===== src/shared/cpu_bus_pkg.sv =====
// constants, instruction classes and decode tables for the bus phase logic
// assumes the instruction decoder upstream reduces each opcode to a class
package cpu_bus_pkg;

  // ------------------------------------------------------------------
  // widths and fixed values
  // ------------------------------------------------------------------
  localparam int NIB_W = 4;
  localparam int ADDR_W = 8;
  localparam int BANK_W = 3;
  localparam int STROBE_W = 4;
  localparam logic [NIB_W-1:0] NIB_ONES = 4'hf;
  localparam logic [NIB_W-1:0] NIB_ZERO = 4'h0;
  localparam logic [NIB_W-1:0] DAA_ADJUST = 4'h6;
  localparam logic [NIB_W-1:0] DAA_LIMIT = 4'h9;
  localparam logic [BANK_W-1:0] BANK_RESET = 3'h0;
  localparam logic [STROBE_W-1:0] STROBE_BANK0 = 4'h1;

  // ------------------------------------------------------------------
  // instruction classes seen by the phase logic
  // ------------------------------------------------------------------
  typedef enum logic [3:0] {
    op_other,
    op_pair_load_immediate,
    op_send_chip_address,
    op_pair_load_indirect,
    op_jump_via_pair,
    op_register_swap,
    op_mem_write,
    op_mem_read,
    op_decimal_adjust,
    op_keypad_convert,
    op_halt,
    op_interrupt_return,
    op_bank_line_select
  } op_class_e;

  // code bit n drives strobe n+1; all-zero code lights strobe 0
  function automatic logic [STROBE_W-1:0] bank_decode(
    input logic [BANK_W-1:0] code);
    bank_decode = {code, (code == BANK_RESET)};
  endfunction : bank_decode

  // one-hot to binary; anything not one-hot or zero flags error
  function automatic logic [NIB_W-1:0] keypad_code(
    input logic [NIB_W-1:0] a);
    case (a)
      4'h0: keypad_code = 4'h0;
      4'h1: keypad_code = 4'h1;
      4'h2: keypad_code = 4'h2;
      4'h4: keypad_code = 4'h3;
      4'h8: keypad_code = 4'h4;
      default: keypad_code = NIB_ONES;
    endcase
  endfunction : keypad_code

endpackage : cpu_bus_pkg


===== src/hw/bus_phase_content.sv =====
// data bus content during the two execution phases, bank latch and halt
// assumes phase flags and operands come from logic on the same clock
`timescale 1ns/1ps

module bus_phase_content (
  input wire logic clock,
  input wire logic nrst,
  input wire cpu_bus_pkg::op_class_e op_class,
  input wire logic exec_phase_two,
  input wire logic exec_phase_three,
  input wire logic [cpu_bus_pkg::NIB_W-1:0] pair_even,
  input wire logic [cpu_bus_pkg::NIB_W-1:0] pair_odd,
  input wire logic [cpu_bus_pkg::NIB_W-1:0] reg_value,
  input wire logic [cpu_bus_pkg::NIB_W-1:0] acc,
  input wire logic carry_flag,
  input wire logic [cpu_bus_pkg::ADDR_W-1:0] saved_addr,
  input wire logic [cpu_bus_pkg::NIB_W-1:0] bus_in,
  output logic [cpu_bus_pkg::NIB_W-1:0] bus_out,
  output logic bus_oe,
  output logic [cpu_bus_pkg::NIB_W-1:0] read_data,
  output logic read_valid,
  output logic [cpu_bus_pkg::STROBE_W-1:0] ram_bank_strobe,
  output logic stopped
);

  // ------------------------------------------------------------------
  // run state
  // ------------------------------------------------------------------
  typedef enum logic {st_run, st_stopped} run_e;
  run_e state_q;
  run_e state_d;

  wire running;
  wire act_two;
  wire act_three;
  wire act_any;
  wire is_read;

  // phases arriving while stopped are ignored
  assign running = (state_q == st_run);
  assign act_two = exec_phase_two & running;
  assign act_three = exec_phase_three & running;
  assign act_any = act_two | act_three;
  assign is_read = (op_class == cpu_bus_pkg::op_mem_read);

  // only reset leaves the stopped state
  assign state_d = (act_three && op_class == cpu_bus_pkg::op_halt) ?
                   st_stopped : state_q;

  always_ff @(posedge clock or negedge nrst) begin
    if (!nrst) begin
      state_q <= st_run;
    end else begin
      state_q <= state_d;
    end
  end

  assign stopped = (state_q == st_stopped);

  // ------------------------------------------------------------------
  // phase values
  // ------------------------------------------------------------------
  wire [cpu_bus_pkg::NIB_W-1:0] daa_value;
  wire [cpu_bus_pkg::NIB_W-1:0] kbp_value;
  wire [cpu_bus_pkg::NIB_W-1:0] write_tail;
  wire [cpu_bus_pkg::NIB_W-1:0] addr_high;
  wire [cpu_bus_pkg::NIB_W-1:0] addr_low;
  logic [cpu_bus_pkg::NIB_W-1:0] two_value;
  logic [cpu_bus_pkg::NIB_W-1:0] three_value;
  wire [cpu_bus_pkg::NIB_W-1:0] bus_out_d;
  wire bus_oe_d;

  // adjust when the digit overflowed decimal range or carried out
  assign daa_value = (acc > cpu_bus_pkg::DAA_LIMIT || carry_flag) ?
                     cpu_bus_pkg::DAA_ADJUST : cpu_bus_pkg::NIB_ZERO;
  assign kbp_value = cpu_bus_pkg::keypad_code(acc);
  assign write_tail = {cpu_bus_pkg::NIB_ONES[cpu_bus_pkg::NIB_W-1:1],
                       carry_flag};
  assign addr_high = saved_addr[cpu_bus_pkg::ADDR_W-1:cpu_bus_pkg::NIB_W];
  assign addr_low = saved_addr[cpu_bus_pkg::NIB_W-1:0];

  // phase two content per class
  function automatic logic [cpu_bus_pkg::NIB_W-1:0] pick_two(
    input cpu_bus_pkg::op_class_e op);
    case (op)
      cpu_bus_pkg::op_pair_load_immediate,
      cpu_bus_pkg::op_send_chip_address,
      cpu_bus_pkg::op_pair_load_indirect,
      cpu_bus_pkg::op_jump_via_pair: pick_two = pair_even;
      cpu_bus_pkg::op_register_swap: pick_two = reg_value;
      cpu_bus_pkg::op_mem_write: pick_two = acc;
      cpu_bus_pkg::op_decimal_adjust: pick_two = daa_value;
      cpu_bus_pkg::op_keypad_convert: pick_two = kbp_value;
      cpu_bus_pkg::op_interrupt_return: pick_two = addr_high;
      default: pick_two = cpu_bus_pkg::NIB_ONES;
    endcase
  endfunction : pick_two

  // phase three content per class
  function automatic logic [cpu_bus_pkg::NIB_W-1:0] pick_three(
    input cpu_bus_pkg::op_class_e op);
    case (op)
      cpu_bus_pkg::op_pair_load_immediate,
      cpu_bus_pkg::op_send_chip_address,
      cpu_bus_pkg::op_pair_load_indirect,
      cpu_bus_pkg::op_jump_via_pair: pick_three = pair_odd;
      cpu_bus_pkg::op_register_swap: pick_three = acc;
      cpu_bus_pkg::op_mem_write: pick_three = write_tail;
      cpu_bus_pkg::op_interrupt_return: pick_three = addr_low;
      default: pick_three = cpu_bus_pkg::NIB_ONES;
    endcase
  endfunction : pick_three

  // a process, not an assign: the picks read operands beyond their
  // argument, and an assign would miss a change of those operands
  always_comb begin
    two_value = pick_two(op_class);
    three_value = pick_three(op_class);
  end
  // idle bus rests at all ones so a late reader sees a neutral value
  assign bus_out_d = act_two ? two_value :
                     act_three ? three_value : cpu_bus_pkg::NIB_ONES;
  // reads leave the lines to the memory or port
  assign bus_oe_d = act_any & ~is_read;

  // bus driver registers; one cycle behind the phase flags
  always_ff @(posedge clock or negedge nrst) begin
    if (!nrst) begin
      bus_out <= cpu_bus_pkg::NIB_ONES;
      bus_oe <= 1'b0;
    end else begin
      bus_out <= bus_out_d;
      bus_oe <= bus_oe_d;
    end
  end

  // ------------------------------------------------------------------
  // read capture
  // ------------------------------------------------------------------
  logic [cpu_bus_pkg::NIB_W-1:0] bus_meta_q;
  logic [cpu_bus_pkg::NIB_W-1:0] bus_sync_q;
  logic [1:0] rd_phase_q;

  // pin data is two flops late, so the phase flag is delayed to match
  always_ff @(posedge clock or negedge nrst) begin
    if (!nrst) begin
      bus_meta_q <= cpu_bus_pkg::NIB_ZERO;
      bus_sync_q <= cpu_bus_pkg::NIB_ZERO;
      rd_phase_q <= 2'h0;
    end else begin
      bus_meta_q <= bus_in;
      bus_sync_q <= bus_meta_q;
      rd_phase_q <= {rd_phase_q[0], act_any & is_read};
    end
  end

  // take the memory data once it has crossed both flops
  always_ff @(posedge clock or negedge nrst) begin
    if (!nrst) begin
      read_data <= cpu_bus_pkg::NIB_ZERO;
      read_valid <= 1'b0;
    end else begin
      read_valid <= rd_phase_q[1];
      if (rd_phase_q[1]) begin
        read_data <= bus_sync_q;
      end
    end
  end

  // ------------------------------------------------------------------
  // bank latch
  // ------------------------------------------------------------------
  logic [cpu_bus_pkg::BANK_W-1:0] bank_code_q;
  logic bank_loaded_q;
  wire bank_load;

  // load at the end of execution; accumulator bit 3 is dropped
  assign bank_load = act_three &&
                     op_class == cpu_bus_pkg::op_bank_line_select;

  always_ff @(posedge clock or negedge nrst) begin
    if (!nrst) begin
      bank_code_q <= cpu_bus_pkg::BANK_RESET;
      bank_loaded_q <= 1'b0;
    end else if (bank_load) begin
      bank_code_q <= acc[cpu_bus_pkg::BANK_W-1:0];
      bank_loaded_q <= 1'b1;
    end
  end

  bank_strobe_decode u_strobe (
    .clock(clock),
    .nrst(nrst),
    .bank_code(bank_code_q),
    .ram_bank_strobe(ram_bank_strobe)
  );

  wire pair_op;
  assign pair_op = op_class inside {cpu_bus_pkg::op_pair_load_immediate,
    cpu_bus_pkg::op_send_chip_address, cpu_bus_pkg::op_pair_load_indirect,
    cpu_bus_pkg::op_jump_via_pair};
endmodule : bus_phase_content


===== src/hw/bank_strobe_decode.sv =====
// latched bank code to ram bank strobe lines, registered
// assumes the code input comes from a latch on the same clock
`timescale 1ns/1ps

module bank_strobe_decode (
  input wire logic clock,
  input wire logic nrst,
  input wire logic [cpu_bus_pkg::BANK_W-1:0] bank_code,
  output logic [cpu_bus_pkg::STROBE_W-1:0] ram_bank_strobe
);

  // ------------------------------------------------------------------
  // decode
  // ------------------------------------------------------------------
  wire [cpu_bus_pkg::STROBE_W-1:0] strobe_d;

  // banks 3, 5, 6 and 7 light several strobes at once
  assign strobe_d = cpu_bus_pkg::bank_decode(bank_code);

  // registered so the strobes never glitch while the code settles
  always_ff @(posedge clock or negedge nrst) begin
    if (!nrst) begin
      ram_bank_strobe <= cpu_bus_pkg::STROBE_BANK0;
    end else begin
      ram_bank_strobe <= strobe_d;
    end
  end

endmodule : bank_strobe_decode


===== config.mk =====
export PLATFORM = sky130hd
export DESIGN_NAME = bus_phase_content
export DESIGN_NICKNAME = d
export VERILOG_FILES = /design/src/shared/cpu_bus_pkg.sv /design/src/hw/bus_phase_content.sv /design/src/hw/bank_strobe_decode.sv
export SDC_FILE = /design/constraint.sdc
export NUM_CORES = 1
export LEC_CHECK = 0
export ABC_AREA = 1
export BUFFER_PORTS_ARGS = -buffer_cell sky130_fd_sc_hd__buf_2
export CAP_MARGIN = 20
export CORE_ASPECT_RATIO = 1.5
export CORE_MARGIN = 1
export CORE_UTILIZATION = 51
export CTS_CLUSTER_SIZE = 12
export DETAILED_ROUTE_END_ITERATION = 10
export PLACE_DENSITY = 0.83
export SLEW_MARGIN = 0
export SYNTH_ARGS = -nofsm -noshare
export SYNTH_HDL_FRONTEND = slang
export SYNTH_SLANG_ARGS = --single-unit

===== constraint.sdc =====
create_clock -name clock -period 2.7 [get_ports clock]
set_input_delay 0.135 -clock clock [delete_from_list [all_inputs] [get_ports clock]]
set_output_delay 0.135 -clock clock [all_outputs]
set_load 0.01 [all_outputs]

## After elaboration in Yosys (flattened, before gate mapping)

Cells that the tools add are included.

- Bitwise logic cells: 7
- Order comparisons: 1
- Equality and inequality tests: 16
- Multiplexer cells: 6
- Reduce and logical (&&, ||, !) cells: 6

Operators with widths:

| cell | count |
|---|---|
| 4-bit == test, second input constant | 6 |
| 4-bit one-hot mux with 6 select lines | 1 |
| 4-bit by 3-bit == test with 1-bit output, second input constant | 5 |
| 4-bit one-hot mux with 5 select lines | 1 |
| 4-bit one-hot mux with 4 select lines | 1 |
| 4-bit by 2-bit == test with 1-bit output, second input constant | 3 |
| 4-bit by 1-bit == test with 1-bit output, second input constant | 2 |
| 4-bit two-way mux | 2 |
| 1-bit AND | 4 |
| 4-bit greater-than comparator, second input constant | 1 |
| 4-bit zero test | 1 |
| 4-bit OR reduction | 1 |
| 3-bit zero test | 1 |
| 3-bit two-way mux | 1 |
| 1-bit logical AND | 2 |
| 1-bit NOT | 2 |
| 1-bit logical OR | 1 |
| 1-bit bitwise OR | 1 |

- Flip-flop bits (word level): 28
- Word-level logic and storage cells: 46
- Output and inout port bits: 15
- Input bits: 37

## Depth between registers and ports, before layout

Gate-level depths: netlist of the first run.

- Depth after elaboration: 5
- Depth in mapped cells: 9
- Gate-level depth less buffers: 9

## By module

Synthesis of the first run repeated with hierarchy kept, for this count alone.

- Cell total of the unflattened synthesis: 173
- Area, all modules: 1357.6 sq um

By module, submodules not included:

| module | area each (sq um) | sequential area each (sq um) | cells an instance | times used |
|---|---|---|---|---|
| bus_phase_content | 1238.7 | 605.6 | 165 | 1 |
| bank_strobe_decode | 118.9 | 101.3 | 8 | 1 |

## Least setup slack after synthesis of the first run

No wires, ideal clock.

- Path type: reg2reg
- Start point: register state_q (netlist: stopped)
- End point: register bus_out[3] in the netlist's numbering
- Period minus slack after synthesis: 1.040 ns
- Path slack: 1.660 ns
- Required time: 2.624 ns
- Path buffers: 0
- Data arrival time: 0.965 ns
- Setup time: 0.076 ns
- Stages on the path, launching flop included: 7
- Path through: dfrtp_1 -> nor2_1 -> nand2_1 -> nor2_1 -> nand2_1 -> nor2_1 -> nor2_1

- Cells in the longest elaborated chain, start to end: 4
- Elaborated cells on any way between the ends: 5
- Those cells by class: 2 x mux; 3 x bitwise

RTL lines:

| element | RTL line | source |
|---|---|---|
| start, declared | bus_phase_content.sv:30 | `run_e state_q;` |
| start signal, assigned | bus_phase_content.sv:52 | `state_q <= st_run;` |
| start signal, assigned | bus_phase_content.sv:54 | `state_q <= state_d;` |
| 1-bit NOT (*) | bus_phase_content.sv:40 | `assign running = (state_q == st_run);` |
| 1-bit AND | bus_phase_content.sv:42 | `assign act_three = exec_phase_three & running;` |
| 4-bit two-way mux | bus_phase_content.sv:122 | `act_three ? three_value : cpu_bus_pkg::NIB_ONES;` |
| 4-bit two-way mux (*) | bus_phase_content.sv:121 | `assign bus_out_d = act_two ? two_value :` |
| named net bus_out_d (one bit) | bus_phase_content.sv:70 | `wire [cpu_bus_pkg::NIB_W-1:0] bus_out_d;` |
| end signal, assigned | bus_phase_content.sv:129 | `bus_out <= cpu_bus_pkg::NIB_ONES;` |
| end signal, assigned | bus_phase_content.sv:132 | `bus_out <= bus_out_d;` |
| end, declared | bus_phase_content.sv:18 | `output logic [cpu_bus_pkg::NIB_W-1:0] bus_out,` |

Mark *: on every way through the listed nets, which the timed path passes. The rest lies on a longest branch.
A chain may end at the register's enable or synchronous reset.

## Final worst setup path of the first run

- Start point: register state_q (netlist: stopped)
- End point: register bus_out[1] in the netlist's numbering

Same word-level chain as after synthesis.

==> out/metrics.yaml, run 1 <==
run_status:
  status: "finished, violations left"
  violations: "design-rule violations"
finish:
  diodes: 0
  final_util: 0.7017
  area_growth_pct: 29.14
  nets: 268
  drive_gt1_frac: 0.2913
clocking:
  clock-sinks: 28
  cts_buffers: 3
  cts.path.max_buffers: 2
  htreeDepth: 1
  clkLatencyLatePin_ns: 0.32
  clk_pin_slew_ns: 0.14
  clock-root-buffer: "clkbuf_4"
  cts_tree: "yes"
grt:
  antenna_found_initial: 0
  grt_pass1_wl_um: 4933
  first_global_vias: 1200
  grt_max_degree: 29
  grt_usage: 0.2361
  overflow: 0
logic_synthesis:
  syn_area_mm2: 0.001331
  ys_ff_latch: 28
  synth_area_leader_cell: "dfrtp_1"
  avgSynthCellArea_um2: 7.831
  ys_seq_area_frac: 0.5310
  ys_warn_count: 0
  synthCells: 170
  synth.area.top_cells: "dfrtp_1, nand2_1, dfstp_2"
  synth_cell_type_count: 15
  yosysTopAreaCellShare: 0.4323
  synth_nets: 207
worst_setup_path:
  startpoint_type: "register"
  timing.rr.end: "bus_out[1]"
  r2r_slack_ns: 1.48
  worst_r2r_path_depth: 6
  worstSetupEndpointType: "register"
  cp_data_required_time_ns: 2.97
  crit_path_max_fanout: 5
  cp.arrival_ns: 1.49
  reg2reg_from: "stopped"
  path_class: "reg -> reg"
die:
  start_util: 0.5434
  num_rows: 22
  coreArea_mm2: 0.002450
  ios: 52
  chipWidth_um: 43.72
  die_h_um: 64.58
  die_area_mm2: 0.002823
timing:
  period_minus_slack_ns: 1.221
  fmax_mhz: 819.1
  finClkSkew_ns: 0.01027
  setup_viol: 0
  grt_setup_unrepaired: "false"
  timing.final.crit_share: 0.4522
  fin_tns_setup_ns: 0
  slew_violations: 0
  timing.hold.ws_ns: 0.06075
  worst_pin_slew_ns: 0.5845
  hold_viol: 0
  max_slew_margin: 0.6104
detailed_routing:
  vias_per_cell: 5.059
  dr.pass1.iters: 9
  route.detailed.drc: 3
  num_vias: 1285
  routed_wirelength_um: 3033
  antenna_left: 0
  wire_per_inst_um: 11.94
  dr.first_iter.drc_count: 39
min_path:
  min_to: "stopped"
  hp-class: "in -> reg"
  hold-path-cell-count: 2
  hold_path.startpoint: "exec_phase_three"
power:
  peakVddDrop_mv: 0.3030
  leakage_nw: 0.9050
  pwr_density_cell_mw_per_mm2: 588.8
placement:
  place_congestion: 0.9424
  dp_hpwl_um: 2465
  io_buffers: 51
flow_run:
  cap_violations: 0
-- state kept, by name, summed over array words and instances, names as in the netlist --
| name | flops |
|---|---|
| rd_phase_q | 2 |
| read_data | 4 |
| bus_out | 4 |
| bank_code_q | 3 |
| bus_oe | 1 |
| bus_meta_q | 4 |
| stopped | 1 |
| bus_sync_q | 4 |
| u_strobe.ram_bank_strobe | 4 |
| read_valid | 1 |
-- what timing repair did --
action                                 CTS  global route
endpoints found under the hold margin   27             0
hold buffers                             5             0
buffers inserted                         0             0
gates resized for setup                  0             0
-- synthesized netlist by cell type, drive strengths merged --
cell,number
nand2,60
nor2,29
dfrtp,23
nand3,17
inv,16
dfstp,5
o21ai,5
mux2,4
a21oi,3
nand4,3
nor3,3
a21boi,1
a31o,1
-- stage by stage --
stage | total power [mW] | setup slack [ns] | instances | instance area, um2
floorplan | 0.6425 | 1.660 | 170 | 1331
global placement | 0.7450 | 1.443 | 245 | 1617
detailed placement | 0.7535 | 1.402 | 245 | 1617
CTS | 1.017 | 1.480 | 254 | 1719
global route | 1.071 | 1.258 | 254 | 1719
finish | 1.012 | 1.479 | 254 | 1719
-- logic make-up after synthesis --
family,count (synthesis),share of synthesized area
compound gates,10,0.04229
mux,4,0.03383
buf+inv,16,0.04511
flops,28,0.5310
simple gates,112,0.3477
-- how the worst max path moves through the flow --
| stage | endpoint | slack, ns | start |
|---|---|---|---|
| after floorplan | bus_out[3] | 1.66 | stopped |
| after global placement | bus_out[2] | 1.44 | op_class[3] |
| after detailed placement | bus_out[1] | 1.40 | op_class[3] |
| after CTS | bus_out[1] | 1.48 | stopped |
| after global routing | bus_out[1] | 1.26 | stopped |
| final | bus_out[1] | 1.48 | stopped |
-- worst max-delay path, cell delays in order, from the launching register on --
cell and delay, ns:
dfrtp_1 0.44, nor2_1 0.31, nand2_1 0.09, nor2_1 0.13
nand3_1 0.08, nand2_1 0.07, inv_1 0.04
-- cell type report --
type | instances | area [um2]
repair buffers | 56 | 305.3
fillers | 214 | 730.7
flip-flops and latches | 28 | 706.9
clock buffers | 3 | 22.52
multi-input cells | 126 | 564.3
inverters | 16 | 60.06
clock inverters | 1 | 30.03
well taps | 24 | 30.03
-- routing by layer --
layer	GRT usage	wire length [um]	vias up	part of all wire
li1	-	-	656	-
met1	0.2569	1189	566	0.39
met2	0.4235	1605	52	0.53
met3	0.01393	115	11	0.038
met4	0.1523	123	0	0.041
met5	0	0	-	0
-- report_power, final --
part	switching, mW	internal [mW]	total (mW)
Sequential	0.0290	0.493	0.522
Combinational	0.125	0.102	0.227
Clock	0.113	0.150	0.263
-- placed cells by master (no fill, tap or decap), drive strengths merged --
| cell type | Yosys | routed |
|---|---|---|
| mux2 | 4 | 4 |
| a21boi | 1 | 1 |
| nor2 | 29 | 29 |
| nand4 | 3 | 3 |
| a21oi | 3 | 3 |
| dfstp | 5 | 5 |
| o21ai | 5 | 5 |
| clkbuf | 0 | 3 |
| bufinv | 0 | 1 |
| nand2 | 60 | 60 |
| nand3 | 17 | 17 |
| nor3 | 3 | 3 |
| dfrtp | 23 | 23 |
| inv | 16 | 16 |
| buf | 0 | 51 |
| dlygate4sd3 | 0 | 5 |
| a31o | 1 | 1 |
Power figures use the tool's default switching activity.
==> inputs of run 2 (changes only) <==
--- a/config.mk
+++ b/config.mk
@@ -10,10 +10,10 @@
 export CAP_MARGIN = 20
 export CORE_ASPECT_RATIO = 1.5
 export CORE_MARGIN = 1
-export CORE_UTILIZATION = 51
+export CORE_UTILIZATION = 43
 export CTS_CLUSTER_SIZE = 12
 export DETAILED_ROUTE_END_ITERATION = 10
-export PLACE_DENSITY = 0.83
+export PLACE_DENSITY = 0.75
 export SLEW_MARGIN = 0
 export SYNTH_ARGS = -nofsm -noshare
 export SYNTH_HDL_FRONTEND = slang
==> constraint.sdc (replaced) <==
create_clock -name clock -period 1.1 [get_ports clock]
set_input_delay 0.055 -clock clock [delete_from_list [all_inputs] [get_ports clock]]
set_output_delay 0.055 -clock clock [all_outputs]
set_load 0.01 [all_outputs]
==> run 2 against run 1 <==
Compared with the run above:
- the run ends with negative setup slack left
- sequential share of layout area shrank 2.9 points
- worst hold slack lost 0.013 ns
- total power grew to 2.6 times the previous value
- flip-flop and latch count is the same
- sequential power grew 150%
- register-to-register slack lost 1.5 ns
- core utilization shrank 6.7 points
- via count grew 2.3%
- highest routed layer unchanged
==> out/metrics.yaml, run 2 (synthesized netlist as in run 1, its figures left out) <==
die:
  ios: 52  # unchanged
  coreArea_mm2: 0.002913  # +19%
  start_util: 0.4570  # -0.08637
  die_area_mm2: 0.003327  # +18%
  num_rows: 24  # +9.1%
  chipWidth_um: 47.43  # +8.5%
  die_h_um: 70.15  # +8.6%
finish:
  layout.cells.most_common: "nand2_1"
  n_fill_cell: 284  # +33%
  final_cell_mix: "nand2_1, buf_2, nor2_1"
  nets: 278  # +3.7%
  final_util: 0.6349  # -0.06686
  area_growth_pct: 38.91
  fin_cells: 279  # +9.8%
  drive_gt1_frac: 0.3417  # +0.05036
  diodes: 0  # unchanged
detailed_routing:
  vias_per_cell: 4.710  # -6.9%
  num_vias: 1314  # +2.3%
  wire_per_inst_um: 11.18  # -6.3%
  dr.pass1.iters: 4  # -5
  dr.first_iter.drc_count: 23  # -41%
  route.detailed.drc: 0  # -3
  routed_wirelength_um: 3120  # +2.9%
  antenna_left: 0  # unchanged
clocking:
  clock-sinks: 28  # unchanged
  cts_buffers: 3  # unchanged
  clock-root-buffer: "clkbuf_8"
  cts.path.max_buffers: 2  # unchanged
  htreeDepth: 1  # unchanged
  cts_tree: "yes"
  clkLatencyLatePin_ns: 0.26  # -0.06 ns
  clk_pin_slew_ns: 0.08  # -0.06 ns
timing:
  period_minus_slack_ns: 1.100  # -0.1207 ns
  worst_pin_slew_ns: 0.5617  # -0.02270 ns
  max_slew_margin: 0.6255  # +0.01514
  timing.hold.ws_ns: 0.04795  # -0.01280 ns
  grt_setup_unrepaired: "true"
  setup_viol: 1  # +1
  finClkSkew_ns: 0.001608  # -0.008662 ns
  fmax_mhz: 908.9  # +11%
  slew_violations: 0  # unchanged
  timing.final.crit_share: 1.000  # +0.5480
  hold_viol: 0  # unchanged
  setup_ws_ns: -0.0002439  # -1.479 ns
placement:
  place_ws_ns: -0.05416  # -1.457 ns
  dp.cells: 269  # +9.8%
  dp_hpwl_um: 2552  # +3.5%
  io_buffers: 51  # unchanged
  place_congestion: 0.9017  # -4.3%
power:
  power_frac_comb: 0.227  # +0.003
  power_mw: 2.630  # +160%
  pwr-share-clk: 0.287  # +0.027
  seqPwrFrac: 0.486  # -0.030
  power.switching_mw: 0.6557  # +150%
  sw_frac_of_total: 0.2493  # -0.01460
  leakage_nw: 0.9651  # +6.6%
  peakVddDrop_mv: 0.8572  # +180%
  pwr_density_cell_mw_per_mm2: 1422  # +140%
  internal-power_mw: 1.975  # +160%
grt:
  grt_usage: 0.2059  # -0.03020
  grt_max_degree: 29  # unchanged
  overflow: 0  # unchanged
  grt_pass1_wl_um: 5023  # +1.8%
  first_global_vias: 1270  # +5.8%
  antenna_found_initial: 0  # unchanged
min_path:
  hp-class: "in -> reg"
  hold_path.startpoint: "exec_phase_three"
worst_setup_path:
  cpPeakStageDelay_ns: 0.43  # about the same
  reg2reg_from: "stopped"
  worstSetupEndpointType: "register"
  slowest_stage: "dfrtp_1"
  startpoint_type: "register"
  crit_chain: "nor2_2 > nand4_1 > nand2_1 > o21ai_1"
  cp.arrival_ns: 1.24  # -0.25 ns
  crit_path_max_fanout: 6  # +1
  path_class: "reg -> reg"
  r2r_slack_ns: -0.0002  # -1.48 ns
  cp_data_required_time_ns: 1.24  # -1.73 ns
  cp-startpoint: "stopped"
run_status:
  status: "finished, violations left"
  violations: "negative setup slack"
flow_run:
  cap_violations: 0  # unchanged
run 2: cell count changes in the layout (fill, tap and decap cells not counted), sizes merged:
cell	before	now
buf	51	61
run 2: final cells by class:
| cell class | count | area, um2 | share of cell area |
|---|---|---|---|
| clock buffer | 3 | 41.29 | 0.02233 |
| clock inverter | 1 | 30.03 | 0.01624 |
| inverter | 16 | 60.06 | 0.03248 |
| multi-input combinational | 126 | 581.8 | 0.3146 |
| sequential | 28 | 706.9 | 0.3823 |
| tap | 39 | 48.80 | 0.02639 |
| timing repair buffer | 66 | 380.4 | 0.2057 |
run 2: what timing repair did:
item,CTS,global route
hold endpoints to repair,27,0
setup buffers,1,0
gates cloned,0,0
gates resized for setup,3,3
hold buffers,5,0
pin swaps,3,1
endpoints found under the setup margin,4,6
run 2: layer usage:
layer / vias up / routed length, um / track usage
met5: - / 0 / 0
met4: 0 / 90 / 0.09841
met3: 8 / 159 / 0.02326
met2: 53 / 1609 / 0.3668
met1: 574 / 1261 / 0.2209
li1: 679 / - / -
run 2: worst paths after layout:
check | endpoint | cells past startpoint
max | bank_code_q[2] | 4
min | stopped | 2
max reg2reg | bank_code_q[2] | 4
min reg2reg | bus_sync_q[1] | 0
max in group asynchronous | bus_out[3] | 2
min in group asynchronous | bank_code_q[2] | 2
run 2: critical path, delay by kind of cell, from the launching register on:
| family | cells | cell delay (ns) |
|---|---|---|
| simple gates | 3 | 0.47 |
| flops | 1 | 0.43 |
| compound gates | 1 | 0.08 |
run 2: power groups by stage:
stage          sequential [mW]  combinational [mW]  clock (mW)
2_1_floorplan             1.36               0.214           0
3_3_place_gp              1.29               0.556           0
3_5_place_dp              1.30               0.569           0
4_1_cts                   1.28               0.597       0.778
5_1_grt                   1.31               0.672       0.810
6_report                  1.28               0.597       0.755
run 2: per-stage QoR:
stage               area, um2    TNS (ns)
finish                   1849  -0.0002439
global route             1849     -0.1662
CTS                      1839           0
detailed placement       1703     -0.1296
global placement         1703    -0.02994
floorplan                1331           0
==> inputs of run 3 (changes only) <==
--- a/config.mk
+++ b/config.mk
@@ -10,10 +10,11 @@
 export CAP_MARGIN = 20
 export CORE_ASPECT_RATIO = 1.5
 export CORE_MARGIN = 1
-export CORE_UTILIZATION = 43
+export CORE_UTILIZATION = 47
 export CTS_CLUSTER_SIZE = 12
 export DETAILED_ROUTE_END_ITERATION = 10
-export PLACE_DENSITY = 0.75
+export MAX_ROUTING_LAYER = met4
+export PLACE_DENSITY = 0.78
 export SLEW_MARGIN = 0
 export SYNTH_ARGS = -nofsm -noshare
 export SYNTH_HDL_FRONTEND = slang
==> constraint.sdc (replaced) <==
create_clock -name clock -period 1.2 [get_ports clock]
set_input_delay 0.06 -clock clock [delete_from_list [all_inputs] [get_ports clock]]
set_output_delay 0.06 -clock clock [all_outputs]
set_load 0.01 [all_outputs]
==> run 3 against run 2 <==
Compared with the run above:
- the run now ends clean
- sequential power fell by 8%
- combinational power fell by 13%
- first-iteration DRC count rose by 57%
- global-route usage rose by 1.7 points
- critical path depth did not move
- clock skew rose by 0.0061 ns
- count of clock-buffer cells in the layout rose by 1
- core utilization rose by 3.1 points
- maximum frequency fell by 7.3%
- sequential share of layout area rose by 1.5 points
- final cell count fell by 3.2%
- critical path type unchanged
- critical endpoint is now bus_out[2]
- largest power group unchanged
==> out/metrics.yaml, run 3 (synthesized netlist as in run 1, its figures left out) <==
run_status:
  status: "completed"
power:
  peakVddDrop_mv: 0.7140  # -17%
  leakage_nw: 0.9230  # -4.4%
  pwr_density_cell_mw_per_mm2: 1260  # -11%
  power_mw: 2.245  # -15%
clocking:
  clk_pin_slew_ns: 0.09  # about the same
  htreeDepth: 1  # unchanged
  clock-sinks: 28  # unchanged
  cts.path.max_buffers: 2  # unchanged
  clock-root-buffer: "clkbuf_8"
  cts_buffers: 3  # unchanged
  clkLatencyLatePin_ns: 0.26  # about the same
  cts_tree: "yes"
  cts_setup_buffers: 0  # -1
worst_setup_path:
  cp_top_family: "simple AND/OR/NAND/NOR gates"
  cp_data_required_time_ns: 1.40  # +0.16 ns
  startpoint_type: "register"
  reg2reg_from: "stopped"
  cpPeakStageDelay_ns: 0.47  # +0.04 ns
  r2r_slack_ns: 0.01  # about the same
  worst_r2r_path_depth: 4  # unchanged
  cp-startpoint: "stopped"
  timing.rr.end: "bus_out[2]"
  cp.arrival_ns: 1.38  # +0.14 ns
  cp.depth: 4  # unchanged
  crit_chain: "nor3_2 > nand3_1 > nor2_1 > a21oi_1"
  crit_buf_inv: 0  # unchanged
  endpoint: "bus_out[2]"
  path_class: "reg -> reg"
  slowest_stage: "dfrtp_2"
  worstSetupEndpointType: "register"
  crit_path_max_fanout: 5  # -1
placement:
  place_congestion: 0.9947  # +10%
  io_buffers: 51  # unchanged
  place_ws_ns: -0.05446  # -0.0002978 ns
  dp_hpwl_um: 2502  # -1.9%
  dpl_cell_area_mm2: 0.001655  # -2.8%
finish:
  nets: 271  # -2.5%
  postLayoutCellArea_mm2: 0.001782  # -3.7%
  layout.cells.most_common: "nand2_1"
  multi_input_comb_area_um2: 584.3  # +0.43%
  area_growth_pct: 33.83
  diodes: 0  # unchanged
  drive_gt1_frac: 0.3176  # -0.02407
  n_fill_cell: 241  # -15%
  final_cell_mix: "nand2_1, buf_2, nor2_1"
  ff_latch_area_um2: 708.2  # +0.18%
grt:
  grt_pass1_wl_um: 4767  # -5.1%
  first_global_vias: 1170  # -7.9%
  antenna_found_initial: 0  # unchanged
  grt_max_degree: 29  # unchanged
  grt_usage: 0.2225  # +0.01660
  overflow: 0  # unchanged
flow_run:
  cap_violations: 0  # unchanged
timing:
  worst_pin_slew_ns: 0.5667  # +0.004933 ns
  timing.final.crit_share: 0.9892  # -0.01104
  hold_viol: 0  # unchanged
  max_slew_margin: 0.6222  # -0.003288
  setup_ws_ns: 0.01298  # +0.01323 ns
  setup_viol: 0  # -1
  period_minus_slack_ns: 1.187  # +0.08677 ns
  slew_violations: 0  # unchanged
  fmax_mhz: 842.4  # -7.3%
  finClkSkew_ns: 0.007750  # +0.006143 ns
  grt_setup_unrepaired: "true"
die:
  coreArea_mm2: 0.002676  # -8.1%
  die_area_mm2: 0.003054  # -8.2%
  chipWidth_um: 45.46  # -4.2%
  num_rows: 23  # -4.2%
  die_h_um: 67.18  # -4.2%
  ios: 52  # unchanged
  start_util: 0.4974  # +0.04038
detailed_routing:
  route.detailed.drc: 0  # unchanged
  vias_per_cell: 4.833  # +2.6%
  dr.first_iter.drc_count: 36  # +57%
  num_vias: 1305  # -0.68%
  dr.pass1.iters: 4  # unchanged
  wire_per_inst_um: 11.16  # -0.21%
  routed_wirelength_um: 3013  # -3.4%
  antenna_left: 0  # unchanged
min_path:
  hp-class: "in -> reg"
  hold_path.startpoint: "exec_phase_three"
## run 3: stage by stage
step	utilization	TNS [ns]	std cells	hold WS, ns
6_report	0.6657	0	270	0.06538
3_5_place_dp	0.6185	-0.1500	261	0.09262
4_1_cts	0.6606	0	270	0.06318
3_3_place_gp	0.6185	-0.2088	261	0.08788
5_1_grt	0.6657	-0.06920	270	0.07330
2_1_floorplan	-	0	170	-0.2356
## run 3: report_power, final
part	switching (mW)	total (mW)	leakage, nW	internal (mW)
clock	0.253	0.545	0.0288	0.292
sequential	0.0697	1.18	0.337	1.11
combinational	0.282	0.519	0.558	0.237
total	0.604	2.24	0.923	1.64
## run 3: repair_timing
item	in CTS	in global routing
hold endpoints to repair	27	0
hold buffers	5	0
pin swaps	0	3
setup endpoints to repair	3	6
resized for setup	2	6
## run 3: area by class of cell
| class | count | share of cell area |
|---|---|---|
| Sequential cell | 28 | 0.3975 |
| Multi-Input combinational cell | 126 | 0.3279 |
| Timing Repair Buffer | 59 | 0.1840 |
| Inverter | 16 | 0.03371 |
| Clock buffer | 4 | 0.03090 |
| Tap cell | 37 | 0.02598 |
## run 3: layer usage
metal | GRT usage | routed length, um | vias to the layer above | share of wire
met5 | - | 0 | - | 0
met4 | 0.1326 | 131 | 0 | 0.043
met3 | 0.02139 | 162 | 10 | 0.054
met2 | 0.3911 | 1575 | 64 | 0.52
met1 | 0.2301 | 1144 | 566 | 0.38
li1 | - | - | 665 | -
## run 3: worst min-delay path by stage
stage	cells past startpoint	slack, ns	to
after floorplan	0	-0.24	bank_code_q[0]
after global placement	1	0.09	u_strobe.ram_bank_strobe[3]
after CTS	2	0.06	stopped
after global routing	2	0.07	stopped
after detailed placement	1	0.09	bank_code_q[1]
final	2	0.07	stopped
## run 3: worst reg2reg max path: stages (launching register included)
cell and delay [ns]:
dfrtp_2 0.47, nor3_2 0.28, nand3_1 0.16, nor2_1 0.16, a21oi_1 0.06
